## src/pkg/timer_defs.svh

```systemverilog
`ifndef TIMER_DEFS_SVH
`define TIMER_DEFS_SVH

// ****************************************
// sizes
// ****************************************
`define NUM_CH        3
`define COUNT_W       16
`define MODE_W        2

// ****************************************
// shared flag layout: two bits per channel
// ****************************************
`define FLAGS_PER_CH  2
`define FLAG_EXT_POS  0
`define FLAG_OVF_POS  1

// ****************************************
// reset values and limits
// ****************************************
`define COUNT_RST     16'h0000
`define CAPTURE_RST   16'h0000
`define FREE_RST      16'h0000
`define COUNT_MAX     16'hffff
`define COUNT_ONE     16'h0001

`endif

```

## src/pkg/timer_pkg.sv

```systemverilog
package timer_pkg;

	// channel operating modes, auto-reload first so an all-zero mode_sel selects it
	typedef enum logic [1:0] {
		MODE_AUTO_RELOAD,
		MODE_CAPTURE,
		MODE_PWM
	} mode_t;

endpackage
```

## src/hw/capture_pwm_timer.sv

```systemverilog
`timescale 1ns/1ps
`include "timer_defs.svh"

module capture_pwm_timer
	import timer_pkg::*;
(
	input  wire logic            ref_clk,
	input  wire logic            rst,
	input  wire logic            ce,
	input  wire logic [2:0][1:0] mode_sel,
	input  wire logic [2:0]      run_enable,
	input  wire logic [2:0]      count_source_select,
	input  wire logic [2:0]      ext_trigger_enable,
	input  wire logic [2:0]      pwm_enable_bit,
	input  wire logic [2:0]      channel_irq_enable,
	input  wire logic [2:0]      toggle_output_enable,
	input  wire logic [2:0]      output_polarity_select,
	input  wire logic [2:0]      wr_count,
	input  wire logic [2:0]      wr_capture,
	input  wire logic [2:0]      wr_free_cycle,
	input  wire logic [1:0]      wr_byte_en,
	input  wire logic [15:0]     wr_data,
	input  wire logic [5:0]      flag_clear,
	input  wire logic [2:0]      capture_trigger_pin,
	input  wire logic [2:0]      channel_pin_in,
	output logic      [2:0]      channel_pin_out,
	output logic      [2:0]      channel_pin_oe_n,
	output logic      [2:0][15:0] count_value,
	output logic      [2:0][15:0] capture_value,
	output logic      [2:0][15:0] free_cycle_value,
	output logic      [5:0]      shared_timer_flags,
	output logic      [2:0]      irq
);

	// ****************************************
	// state
	// ****************************************
	logic [2:0][15:0] count_r;
	logic [2:0][15:0] count_nxt;
	logic [2:0][15:0] capture_r;
	logic [2:0][15:0] capture_nxt;
	logic [2:0][15:0] free_r;
	logic [2:0][15:0] free_nxt;
	logic [2:0]       ovf_r;
	logic [2:0]       ovf_nxt;
	logic [2:0]       ext_r;
	logic [2:0]       ext_nxt;
	logic [2:0]       pwm_hi_r;
	logic [2:0]       pwm_hi_nxt;
	logic [2:0]       tog_r;
	logic [2:0]       tog_nxt;
	logic [2:0]       ten_prev_r;
	logic [2:0]       ten_prev_nxt;
	logic [2:0]       pin_r;
	logic [2:0]       pin_nxt;
	logic [2:0]       oe_n_r;
	logic [2:0]       oe_n_nxt;
	logic [2:0]       irq_r;
	logic [2:0]       irq_nxt;
	logic [5:0]       falls;
	logic [2:0]       trig_fall;
	logic [2:0]       cnt_fall;
	logic [2:0]       tick;

	// byte-lane merge for the three writable 16-bit registers
	function automatic logic [15:0] merge_bytes(
		input logic [15:0] old_v,
		input logic [15:0] new_v,
		input logic [1:0]  be
	);
		return {be[1] ? new_v[15:8] : old_v[15:8], be[0] ? new_v[7:0] : old_v[7:0]};
	endfunction

	// ****************************************
	// pin sampling
	// ****************************************
	pin_fall_detect u_fall (
		.ref_clk    (ref_clk),
		.rst        (rst),
		.ce         (ce),
		.pin_in     ({channel_pin_in, capture_trigger_pin}),
		.fall_pulse (falls)
	);

	// low three are trigger pins, high three the count pins
	assign trig_fall = falls[2:0];
	assign cnt_fall  = falls[5:3];

	// count source: clock tick or pin fall
	assign tick = run_enable & (count_source_select & cnt_fall | ~count_source_select);

	// ****************************************
	// channel next-state
	// ****************************************
	always_comb begin
		mode_t mode;
		logic  ovf_evt;
		logic  drive;
		mode = MODE_AUTO_RELOAD;
		ovf_evt = 1'b0;
		drive = 1'b0;
		for (int i = 0; i < `NUM_CH; i++) begin
			mode = mode_t'(mode_sel[i]);
			ovf_evt = 1'b0;
			count_nxt[i] = count_r[i];
			capture_nxt[i] = capture_r[i];
			free_nxt[i] = free_r[i];
			pwm_hi_nxt[i] = pwm_hi_r[i];
			// software clears first so a same-cycle hardware set wins
			ovf_nxt[i] = ovf_r[i] & ~flag_clear[`FLAGS_PER_CH*i+`FLAG_OVF_POS];
			ext_nxt[i] = ext_r[i] & ~flag_clear[`FLAGS_PER_CH*i+`FLAG_EXT_POS];
			case (mode)
				MODE_CAPTURE: begin
					// counter never stopped by a capture
					if (tick[i]) begin
						count_nxt[i] = count_r[i] + `COUNT_ONE;
						if (count_r[i] == `COUNT_MAX) begin
							ovf_nxt[i] = 1'b1;
							ovf_evt = 1'b1;
						end
					end
					// no overwrite guard: every edge replaces the value
					if (ext_trigger_enable[i] && trig_fall[i]) begin
						capture_nxt[i] = count_r[i];
						ext_nxt[i] = 1'b1;
					end
				end
				MODE_PWM: begin
					// capture register doubles as duty length
					if (tick[i]) begin
						if (pwm_hi_r[i] && count_r[i] == capture_r[i] - `COUNT_ONE) begin
							pwm_hi_nxt[i] = 1'b0;
							ovf_nxt[i] = 1'b0;
							count_nxt[i] = `COUNT_RST;
						end else if (!pwm_hi_r[i] && count_r[i] == free_r[i] - `COUNT_ONE) begin
							pwm_hi_nxt[i] = 1'b1;
							ovf_nxt[i] = 1'b1;
							ovf_evt = 1'b1;
							count_nxt[i] = `COUNT_RST;
						end else begin
							count_nxt[i] = count_r[i] + `COUNT_ONE;
						end
					end
				end
				default: begin
					// auto-reload: reload from capture register on overflow or trigger
					if (tick[i]) begin
						if (count_r[i] == `COUNT_MAX) begin
							count_nxt[i] = capture_r[i];
							ovf_nxt[i] = 1'b1;
							ovf_evt = 1'b1;
						end else begin
							count_nxt[i] = count_r[i] + `COUNT_ONE;
						end
					end
					if (ext_trigger_enable[i] && trig_fall[i]) begin
						count_nxt[i] = capture_r[i];
						ext_nxt[i] = 1'b1;
					end
				end
			endcase
			// pwm phase restarts high whenever pwm mode is left
			if (mode != MODE_PWM) begin
				pwm_hi_nxt[i] = 1'b1;
			end
			// software writes take priority over counting
			if (wr_count[i]) begin
				count_nxt[i] = merge_bytes(count_r[i], wr_data, wr_byte_en);
			end
			if (wr_capture[i]) begin
				capture_nxt[i] = merge_bytes(capture_r[i], wr_data, wr_byte_en);
			end
			if (wr_free_cycle[i]) begin
				free_nxt[i] = merge_bytes(free_r[i], wr_data, wr_byte_en);
			end
			// toggle output: high on enable, inverted per overflow
			ten_prev_nxt[i] = toggle_output_enable[i];
			tog_nxt[i] = tog_r[i];
			if (toggle_output_enable[i] && !ten_prev_r[i]) begin
				tog_nxt[i] = 1'b1;
			end else if (ovf_evt) begin
				tog_nxt[i] = ~tog_r[i];
			end
			// shared pin: pwm first, then toggle, else input
			if (pwm_enable_bit[i] && free_r[i] == `FREE_RST) begin
				drive = 1'b1;
			end else if (pwm_enable_bit[i] && capture_r[i] == `CAPTURE_RST) begin
				drive = 1'b0;
			end else if (pwm_enable_bit[i]) begin
				drive = pwm_hi_r[i] ^ output_polarity_select[i];
			end else begin
				drive = tog_r[i] ^ output_polarity_select[i];
			end
			pin_nxt[i] = drive;
			oe_n_nxt[i] = ~(pwm_enable_bit[i] | toggle_output_enable[i]);
			// one request line for both flags
			irq_nxt[i] = channel_irq_enable[i] & (ovf_nxt[i] | ext_nxt[i]);
		end
	end

	// ****************************************
	// registers, frozen while ce is low
	// ****************************************
	always_ff @(posedge ref_clk or posedge rst) begin
		if (rst) begin
			count_r <= {3{`COUNT_RST}};
			capture_r <= {3{`CAPTURE_RST}};
			free_r <= {3{`FREE_RST}};
			ovf_r <= 3'h0;
			ext_r <= 3'h0;
			pwm_hi_r <= 3'h7;
			tog_r <= 3'h7;
			ten_prev_r <= 3'h0;
			pin_r <= 3'h7;
			oe_n_r <= 3'h7;
			irq_r <= 3'h0;
		end else if (ce) begin
			count_r <= count_nxt;
			capture_r <= capture_nxt;
			free_r <= free_nxt;
			ovf_r <= ovf_nxt;
			ext_r <= ext_nxt;
			pwm_hi_r <= pwm_hi_nxt;
			tog_r <= tog_nxt;
			ten_prev_r <= ten_prev_nxt;
			pin_r <= pin_nxt;
			oe_n_r <= oe_n_nxt;
			irq_r <= irq_nxt;
		end
	end

	// ****************************************
	// outputs
	// ****************************************
	assign count_value = count_r;
	assign capture_value = capture_r;
	assign free_cycle_value = free_r;
	assign channel_pin_out = pin_r;
	assign channel_pin_oe_n = oe_n_r;
	assign irq = irq_r;
	assign shared_timer_flags = {ovf_r[2], ext_r[2], ovf_r[1], ext_r[1], ovf_r[0], ext_r[0]};

	for (genvar g = 0; g < `NUM_CH; g++) begin : g_chk

	end
endmodule // capture_pwm_timer

```

## src/hw/pin_fall_detect.sv

```systemverilog
`timescale 1ns/1ps
`include "timer_defs.svh"

// ****************************************
// two-stage synchroniser and falling-edge pulse for six pins
// ****************************************
module pin_fall_detect (
	input  wire logic       ref_clk,
	input  wire logic       rst,
	input  wire logic       ce,
	input  wire logic [5:0] pin_in,
	output logic      [5:0] fall_pulse
);

	logic [5:0] meta_r;
	logic [5:0] sync_r;
	logic [5:0] prev_r;
	logic [5:0] meta_nxt;
	logic [5:0] sync_nxt;
	logic [5:0] prev_nxt;

	// stages only advance with the clock enable
	always_comb begin
		meta_nxt = ce ? pin_in : meta_r;
		sync_nxt = ce ? meta_r : sync_r;
		prev_nxt = ce ? sync_r : prev_r;
	end

	// pins idle high, so reset to ones to avoid a false edge
	always_ff @(posedge ref_clk or posedge rst) begin
		if (rst) begin
			meta_r <= 6'h3f;
			sync_r <= 6'h3f;
			prev_r <= 6'h3f;
		end else begin
			meta_r <= meta_nxt;
			sync_r <= sync_nxt;
			prev_r <= prev_nxt;
		end
	end

	// one cycle of high per detected 1-to-0 step
	assign fall_pulse = prev_r & ~sync_r & {6{ce}};

endmodule // pin_fall_detect

```

## config.mk

```make
export PLATFORM = sky130hd
export DESIGN_NAME = capture_pwm_timer
export DESIGN_NICKNAME = d
export VERILOG_FILES = /design/src/pkg/timer_pkg.sv /design/src/hw/capture_pwm_timer.sv /design/src/hw/pin_fall_detect.sv
export VERILOG_INCLUDE_DIRS = /design/src /design/src/pkg
export SDC_FILE = /design/constraint.sdc
export NUM_CORES = 1
export LEC_CHECK = 0
export BUFFER_PORTS_ARGS = -buffer_cell sky130_fd_sc_hd__buf_2
export CAP_MARGIN = 10
export CORE_UTILIZATION = 50
export CTS_BUF_LIST = sky130_fd_sc_hd__clkbuf_16
export DETAILED_ROUTE_END_ITERATION = 10
export PLACE_DENSITY = 0.69
export SLEW_MARGIN = 10
export SYNTH_ARGS = -nofsm -noshare
export SYNTH_HDL_FRONTEND = slang
export SYNTH_SLANG_ARGS = --single-unit
```

## constraint.sdc

```tcl
create_clock -name ref_clk -period 5.7 [get_ports ref_clk]
set_clock_uncertainty 0.05 [all_clocks]
set_input_delay 0 -clock ref_clk [delete_from_list [all_inputs] [get_ports ref_clk]]
set_output_delay 0 -clock ref_clk [all_outputs]
set_load 0.02 [all_outputs]
```

* Word level (Yosys, flattened, before mapping)
Cells that the tools add are included.
** Word-level totals
- Register bits :: 186
- Input bits :: 69
- Output and inout port bits :: 159
** Cells by class
- Add/sub/neg operators :: 9
- Equality and inequality tests :: 36
- Mux-type cells :: 110
- Bitwise gates (word level) :: 40
- Reductions and logical operators :: 75
** Operators by type and width (number)
- $mux W16 :: 33
- $eq A16 B16 Y1 :: 6
- $logic_not A16 Y1 :: 6
- $pmux W16 S2 :: 3
- $sub A16 B1 Y16 const B :: 6
- $mux W1 :: 72
- $add A16 B1 Y16 const B :: 3
- $eq A16 B16 Y1 const B :: 3
- $reduce_and A4 Y1 :: 9
- $reduce_and A5 Y1 :: 6
- $reduce_bool A2 Y1 :: 15
- $ne A2 B1 Y1 const B :: 12
- $logic_and A1 B1 Y1 :: 18
- $ne A3 B3 Y1 const B :: 6
- $reduce_and A3 Y1 :: 6
- $reduce_bool A3 Y1 :: 6
- $mux W8 :: 2
- $and A6 B6 Y6 :: 2
- $not A1 Y1 :: 12
- $and A1 B1 Y1 :: 9
- $and A3 B3 Y3 :: 2
- $eq A2 B1 Y1 const B :: 3
- $eq A2 B2 Y1 const B :: 3
- $logic_not A1 Y1 :: 6
- 7 further kinds :: 21

* Logic depth before layout (Yosys ltp)
- Word-level depth :: 10
- Mapped depth :: 13
- Depth with buffers taken out :: 10

* Cells and area by module
A second synthesis with hierarchy kept.
** Second synthesis, totals
- Cells, all modules :: 1677
- Area, all modules :: 14139.8 µm²
** By module, submodules not included
- capture_pwm_timer :: instances 1, cells each 1631, area an instance 13312.8 µm², seq. area each 4219.0 µm²
- pin_fall_detect :: instances 1, cells each 46, area an instance 827.0 µm², seq. area each 473.0 µm²

* Least setup slack after synthesis
OpenSTA, ideal clock, no wires.
- Kind :: register -> register
- Start point :: register capture_r (netlist bit capture_value[16])
- End point :: register count_r (netlist bit count_value[26])
- Setup time :: 135 ps
- Arrival time :: 3123 ps
- Path slack :: 2392 ps
- Stages on the path, launching flop included :: 13
- Path buffers :: 2
- Clock period less this slack :: 3308 ps
- Path through :: dfrtp_1 > clkbuf_1 > inv_1 > ha_1 > or3b_2 > nor4_4 > mux2i_1 > a31o_1 > a2111o_1 > a311o_1 > buf_6 > a32oi_1 > o31ai_1
** On the way
- Cells in the longest elaborated chain, start to end :: 7
** Ends and longest elaborated chain
- start, declared :: RTL line capture_pwm_timer.sv:40 : logic [2:0][15:0] capture_r;
- start signal, assigned :: RTL line capture_pwm_timer.sv:207 : capture_r <= {3{`CAPTURE_RST}};
- start signal, assigned :: RTL line capture_pwm_timer.sv:219 : capture_r <= capture_nxt;
- $sub A16 B1 Y16 (no line)
- $eq A16 B16 Y1 (no line)
- $logic_and A1 B1 Y1 (no line)
- $mux W16 :: RTL line capture_pwm_timer.sv:131 : if (pwm_hi_r[i] && count_r[i] == capture_r[i] - `COUNT_ONE) begin
- $mux W16 :: RTL line capture_pwm_timer.sv:130 : if (tick[i]) begin
- $pmux W16 S2 :: RTL line capture_pwm_timer.sv:112 : case (mode)
- $mux W16 :: RTL line capture_pwm_timer.sv:167 : if (wr_count[i]) begin
- end signal, assigned :: RTL line capture_pwm_timer.sv:206 : count_r <= {3{`COUNT_RST}};
- end signal, assigned :: RTL line capture_pwm_timer.sv:218 : count_r <= count_nxt;
- end, declared :: RTL line capture_pwm_timer.sv:38 : logic [2:0][15:0] count_r;
No other way between the ends. The select of a mux whose other input is x is not followed.
A chain may end at the register's enable or synchronous reset.

* Worst setup path after layout
- Start point :: register free_r (netlist bit free_cycle_value[18])
- End point :: register irq_r[1], in the netlist irq[1]
** On the way
- Cells in the longest elaborated chain, start to end :: 9
** Ends and longest elaborated chain
- start, declared :: RTL line capture_pwm_timer.sv:42 : logic [2:0][15:0] free_r;
- start signal, assigned :: RTL line capture_pwm_timer.sv:208 : free_r <= {3{`FREE_RST}};
- start signal, assigned :: RTL line capture_pwm_timer.sv:220 : free_r <= free_nxt;
- $sub A16 B1 Y16 (no line)
- $eq A16 B16 Y1 (no line)
- $logic_and A1 B1 Y1 (no line)
- $mux W1 :: RTL line capture_pwm_timer.sv:135 : end else if (!pwm_hi_r[i] && count_r[i] == free_r[i] - `COUNT_ONE) begin
- $mux W1 :: RTL line capture_pwm_timer.sv:131
- $mux W1 :: RTL line capture_pwm_timer.sv:130
- $mux W1
- $or A1 B1 Y1 :: RTL line capture_pwm_timer.sv:197 : irq_nxt[i] = channel_irq_enable[i] & (ovf_nxt[i] | ext_nxt[i]);
- $and A1 B1 Y1 :: RTL line capture_pwm_timer.sv:197
- end signal, assigned :: RTL line capture_pwm_timer.sv:228 : irq_r <= irq_nxt;
- end, declared :: RTL line capture_pwm_timer.sv:58 : logic [2:0] irq_r;
No other way between the ends.

==> results_dict.tcl <==
set metrics [dict create \
    outcome "finished, final reports clean" \
    clkLatencyLatePin_ps 460 \
    start_kind "register" \
    p_comb_frac 0.392 \
    drtIter0Drc 1314 \
    syn_nets 1745 \
    core_area_sq_um 27100 \
    async_flop_share 1.00 \
    grt_max_degree 121 \
    fmax_mhz 241 \
    drive_gt1_frac 0.214 \
    drc 0 \
    nets 1893 \
    fin_total_pwr_w 0.00584 \
    yosysSeqAreaShare 0.338 \
    yosys_warnings 0 \
    setup_tns_ps 0 \
    hold_viol_final 0 \
    rrSetupSlack_ps 1550 \
    grt_use_total 0.341 \
    seq_power_share 0.391 \
    final_cell_area_sq_um 15900 \
    syn_area_per_cell_sq_um 8.35 \
    drv_slew 0 \
    grt_pass1_vias 12800 \
    ys_types 81 \
    reg2reg_depth 9 \
    vdd_drop_max_mv 0.166 \
    post-dp-hpwl_microns 34300 \
    numCtsBuffers 17 \
    firstDrtPassIters 6 \
    critPathKind "reg -> reg" \
    p_sw_frac 0.456 \
    p_int_w 0.00317 \
    die_w_microns 169 \
    required_ps 6030 \
    critPathCaptureType "register" \
    totalWireLength_microns 48600 \
    clkTransAtPathRegs_ps 80 \
    boundaryPins 228 \
    htreeDepth 4 \
    rows 60 \
    holdCritStartpoint "wr_data[7]" \
    holdPathStages 3 \
    tritoncts "done" \
    drt.antenna.violating_nets 0 \
    syn_area_sq_um 13900 \
    maxSlewHeadroom 0.274 \
    holdCritPathClass "in -> reg" \
    num_vias 13700 \
    die_y_microns 169 \
    reg2reg_to "irq[1]$_DFFE_PP0P_" \
    finalCriticalPeriod_ps 4150 \
    maxCapViolations 0 \
    p_switching_w 0.00266 \
    final-setup-viol-count 0 \
    area_delta_synth_final_pct 15.0 \
    worst_pin_slew_ps 1080 \
    cts_sinks 186 \
    worstPathArrival_ps 4480 \
    cellLeakagePower_nw 6.67 \
    root_buffer "clkbuf_16" \
    grt_antenna_before_repair 1 \
    dieArea_sq_um 28400 \
    start_util 0.511 \
    finalCritPeriodShare 0.727 \
    rsz0062_at_grt "false" \
    post_cts_buffers 0 \
    grt_pass1_wl_microns 74700 \
    gp_congestion 0.943 \
    pwr-share-clk 0.217 \
    port_buffers 227 \
    postSynthCellCount 1661 \
    gr-total-overflow 0 \
    wl_per_cell_microns 22.1 \
    clock_path_buffers 2 \
    placed_cell_area_sq_um 15000 \
    synth_ff_type "dfrtp_1" \
    synth_edf_count 0 \
    r2r_start "free_cycle_value[18]$_DFFE_PP0P_" \
    fillers 2525 \
    powerDensity_nw_per_um2 366 \
    synth-seq-cells 186 \
    viasPerCell 6.26 \
    whs_endpoint "capture_value[23]$_DFFE_PP0P_" \
    critPathMaxFanout 11 \
]
## state kept, by name (all words and copies together) (netlist names)
signal,count
pwm_hi_r,3
count_value,48
ten_prev_r,3
channel_pin_out,3
free_cycle_value,48
channel_pin_oe_n,3
ovf_r,3
u_fall.prev_r,6
u_fall.meta_r,6
irq,3
tog_r,3
capture_value,48
u_fall.sync_r,6
ext_r,3
## cell type report
| cell class | instances | area, sq um | area share |
|---|---|---|---|
| well taps | 372 | 465 | 0.0292 |
| clock buffers | 17 | 425 | 0.0267 |
| repair buffers | 266 | 1520 | 0.0951 |
| clock inverters | 15 | 193 | 0.0121 |
| flip-flops and latches | 186 | 4690 | 0.294 |
| diodes | 1 | 2.50 | 0.000157 |
| multi-input cells | 1271 | 8380 | 0.526 |
| inverters | 67 | 259 | 0.0163 |
## repair_timing
action                                 in CTS  in global routing
endpoints found under the hold margin     159                  0
gates resized for setup                     0                  0
hold buffers                               35                  0
## worst max-delay path, stage by stage (launching register included)
cell	delay, ps
dfrtp_1	490
nor4_2	920
and3_1	390
mux2i_1	210
o21bai_1	100
a2111oi_0	710
a21oi_1	190
nand2b_1	240
a31oi_1	220
dlygate4sd3_1	560
## power by group through the flow
| stage | sequential (W) | clock [W] | combinational (W) |
|---|---|---|---|
| CTS | 0.00226 | 0.00128 | 0.00227 |
| finish | 0.00228 | 0.00127 | 0.00229 |
| detailed placement | 0.00228 | 0 | 0.00224 |
| global route | 0.00232 | 0.00133 | 0.00250 |
| global placement | 0.00227 | 0 | 0.00219 |
| floorplan | 0.00217 | 0 | 0.00162 |
## cells in the mapped netlist (13+ instances only)
| master | count | share of area |
|---|---|---|
| a211o_1 | 13 | 0.0082 |
| a21oi_1 | 123 | 0.044 |
| a31oi_1 | 23 | 0.010 |
| and3_1 | 16 | 0.0072 |
| buf_1 | 22 | 0.0060 |
| clkbuf_1 | 109 | 0.030 |
| dfrtp_1 | 156 | 0.28 |
| dfstp_2 | 30 | 0.057 |
| ha_1 | 15 | 0.014 |
| inv_1 | 66 | 0.018 |
| mux2_2 | 59 | 0.048 |
| mux2i_1 | 57 | 0.041 |
| nand2_1 | 134 | 0.036 |
| nand2b_1 | 21 | 0.0095 |
| nand3_1 | 53 | 0.019 |
| nand4_1 | 19 | 0.0086 |
| nor2_1 | 143 | 0.039 |
| nor2b_1 | 15 | 0.0068 |
| nor3_1 | 40 | 0.014 |
| nor4_1 | 29 | 0.013 |
| o211ai_1 | 13 | 0.0070 |
| o21ai_0 | 86 | 0.031 |
| o221ai_1 | 21 | 0.013 |
| o22ai_1 | 21 | 0.0095 |
| o31ai_1 | 13 | 0.0070 |
| or3_1 | 16 | 0.0072 |
| or4_1 | 15 | 0.0081 |
| xnor2_1 | 83 | 0.052 |
| xor2_1 | 63 | 0.040 |
## layout by cell type (no fill, tap or decap), drive strengths merged, types with 32 or more instances in the layout
master       netlist  routed
dfrtp            156     156
mux2              59      59
nand2            134     134
nor4              32      32
inv               66      74
nor3              40      40
buf               28     231
nor2             143     143
nand3             53      53
a21oi            123     123
o21ai             90      90
xnor2             83      83
mux2i             57      57
xor2              63      63
dlygate4sd3        0      35
## layer usage
layer,global-route usage,vias up,wire length (microns)
li1,-,6298,-
met1,0.463,6672,20900
met2,0.519,649,21600
met3,0.0753,121,4110
met4,0.157,0,2030
met5,0,-,0
## cells by family (layout without fill, tap and decap cells)
group | count (synthesis) | count (layout) | synth area share
AOI/OAI and AO/OA | 421 | 421 | 0.198
xor gates and xnor gates | 146 | 146 | 0.0922
adders and majority gates | 15 | 15 | 0.0135
buffers and inverters | 204 | 365 | 0.0571
DFF | 186 | 186 | 0.338
muxes | 116 | 116 | 0.0891
other | 0 | 1 | 0
and+or+nand+nor | 573 | 573 | 0.211
## through the flow
step	instances	setup slack, ps	util	hold WS (ps)
2_1_floorplan	1661	643	-	2.26
5_1_grt	2195	1290	0.588	10.8
4_1_cts	2194	1670	0.588	1.01
3_3_place_gp	2127	2210	0.552	140
3_5_place_dp	2127	2080	0.552	142
6_report	2195	1550	0.588	7.72
## how the worst max path moves through the flow
| stage | startpoint | end | slack (ps) | cells after the start |
|---|---|---|---|---|
| 6_report | free_cycle_value[18]$_DFFE_PP0P_ | irq[1]$_DFFE_PP0P_ | 1550 | 9 |
| 3_3_place_gp | capture_value[17]$_DFFE_PP0P_ | count_value[26]$_DFFE_PP0P_ | 2210 | 10 |
| 5_1_grt | free_cycle_value[18]$_DFFE_PP0P_ | irq[1]$_DFFE_PP0P_ | 1290 | 9 |
| 2_1_floorplan | rst | capture_value[0]$_DFFE_PP0P_ | 640 | 1 |
| 4_1_cts | free_cycle_value[18]$_DFFE_PP0P_ | irq[1]$_DFFE_PP0P_ | 1670 | 9 |
| 3_5_place_dp | free_cycle_value[3]$_DFFE_PP0P_ | count_value[8]$_DFFE_PP0P_ | 2080 | 8 |
Note: power is estimated with default switching activity, not from simulation.
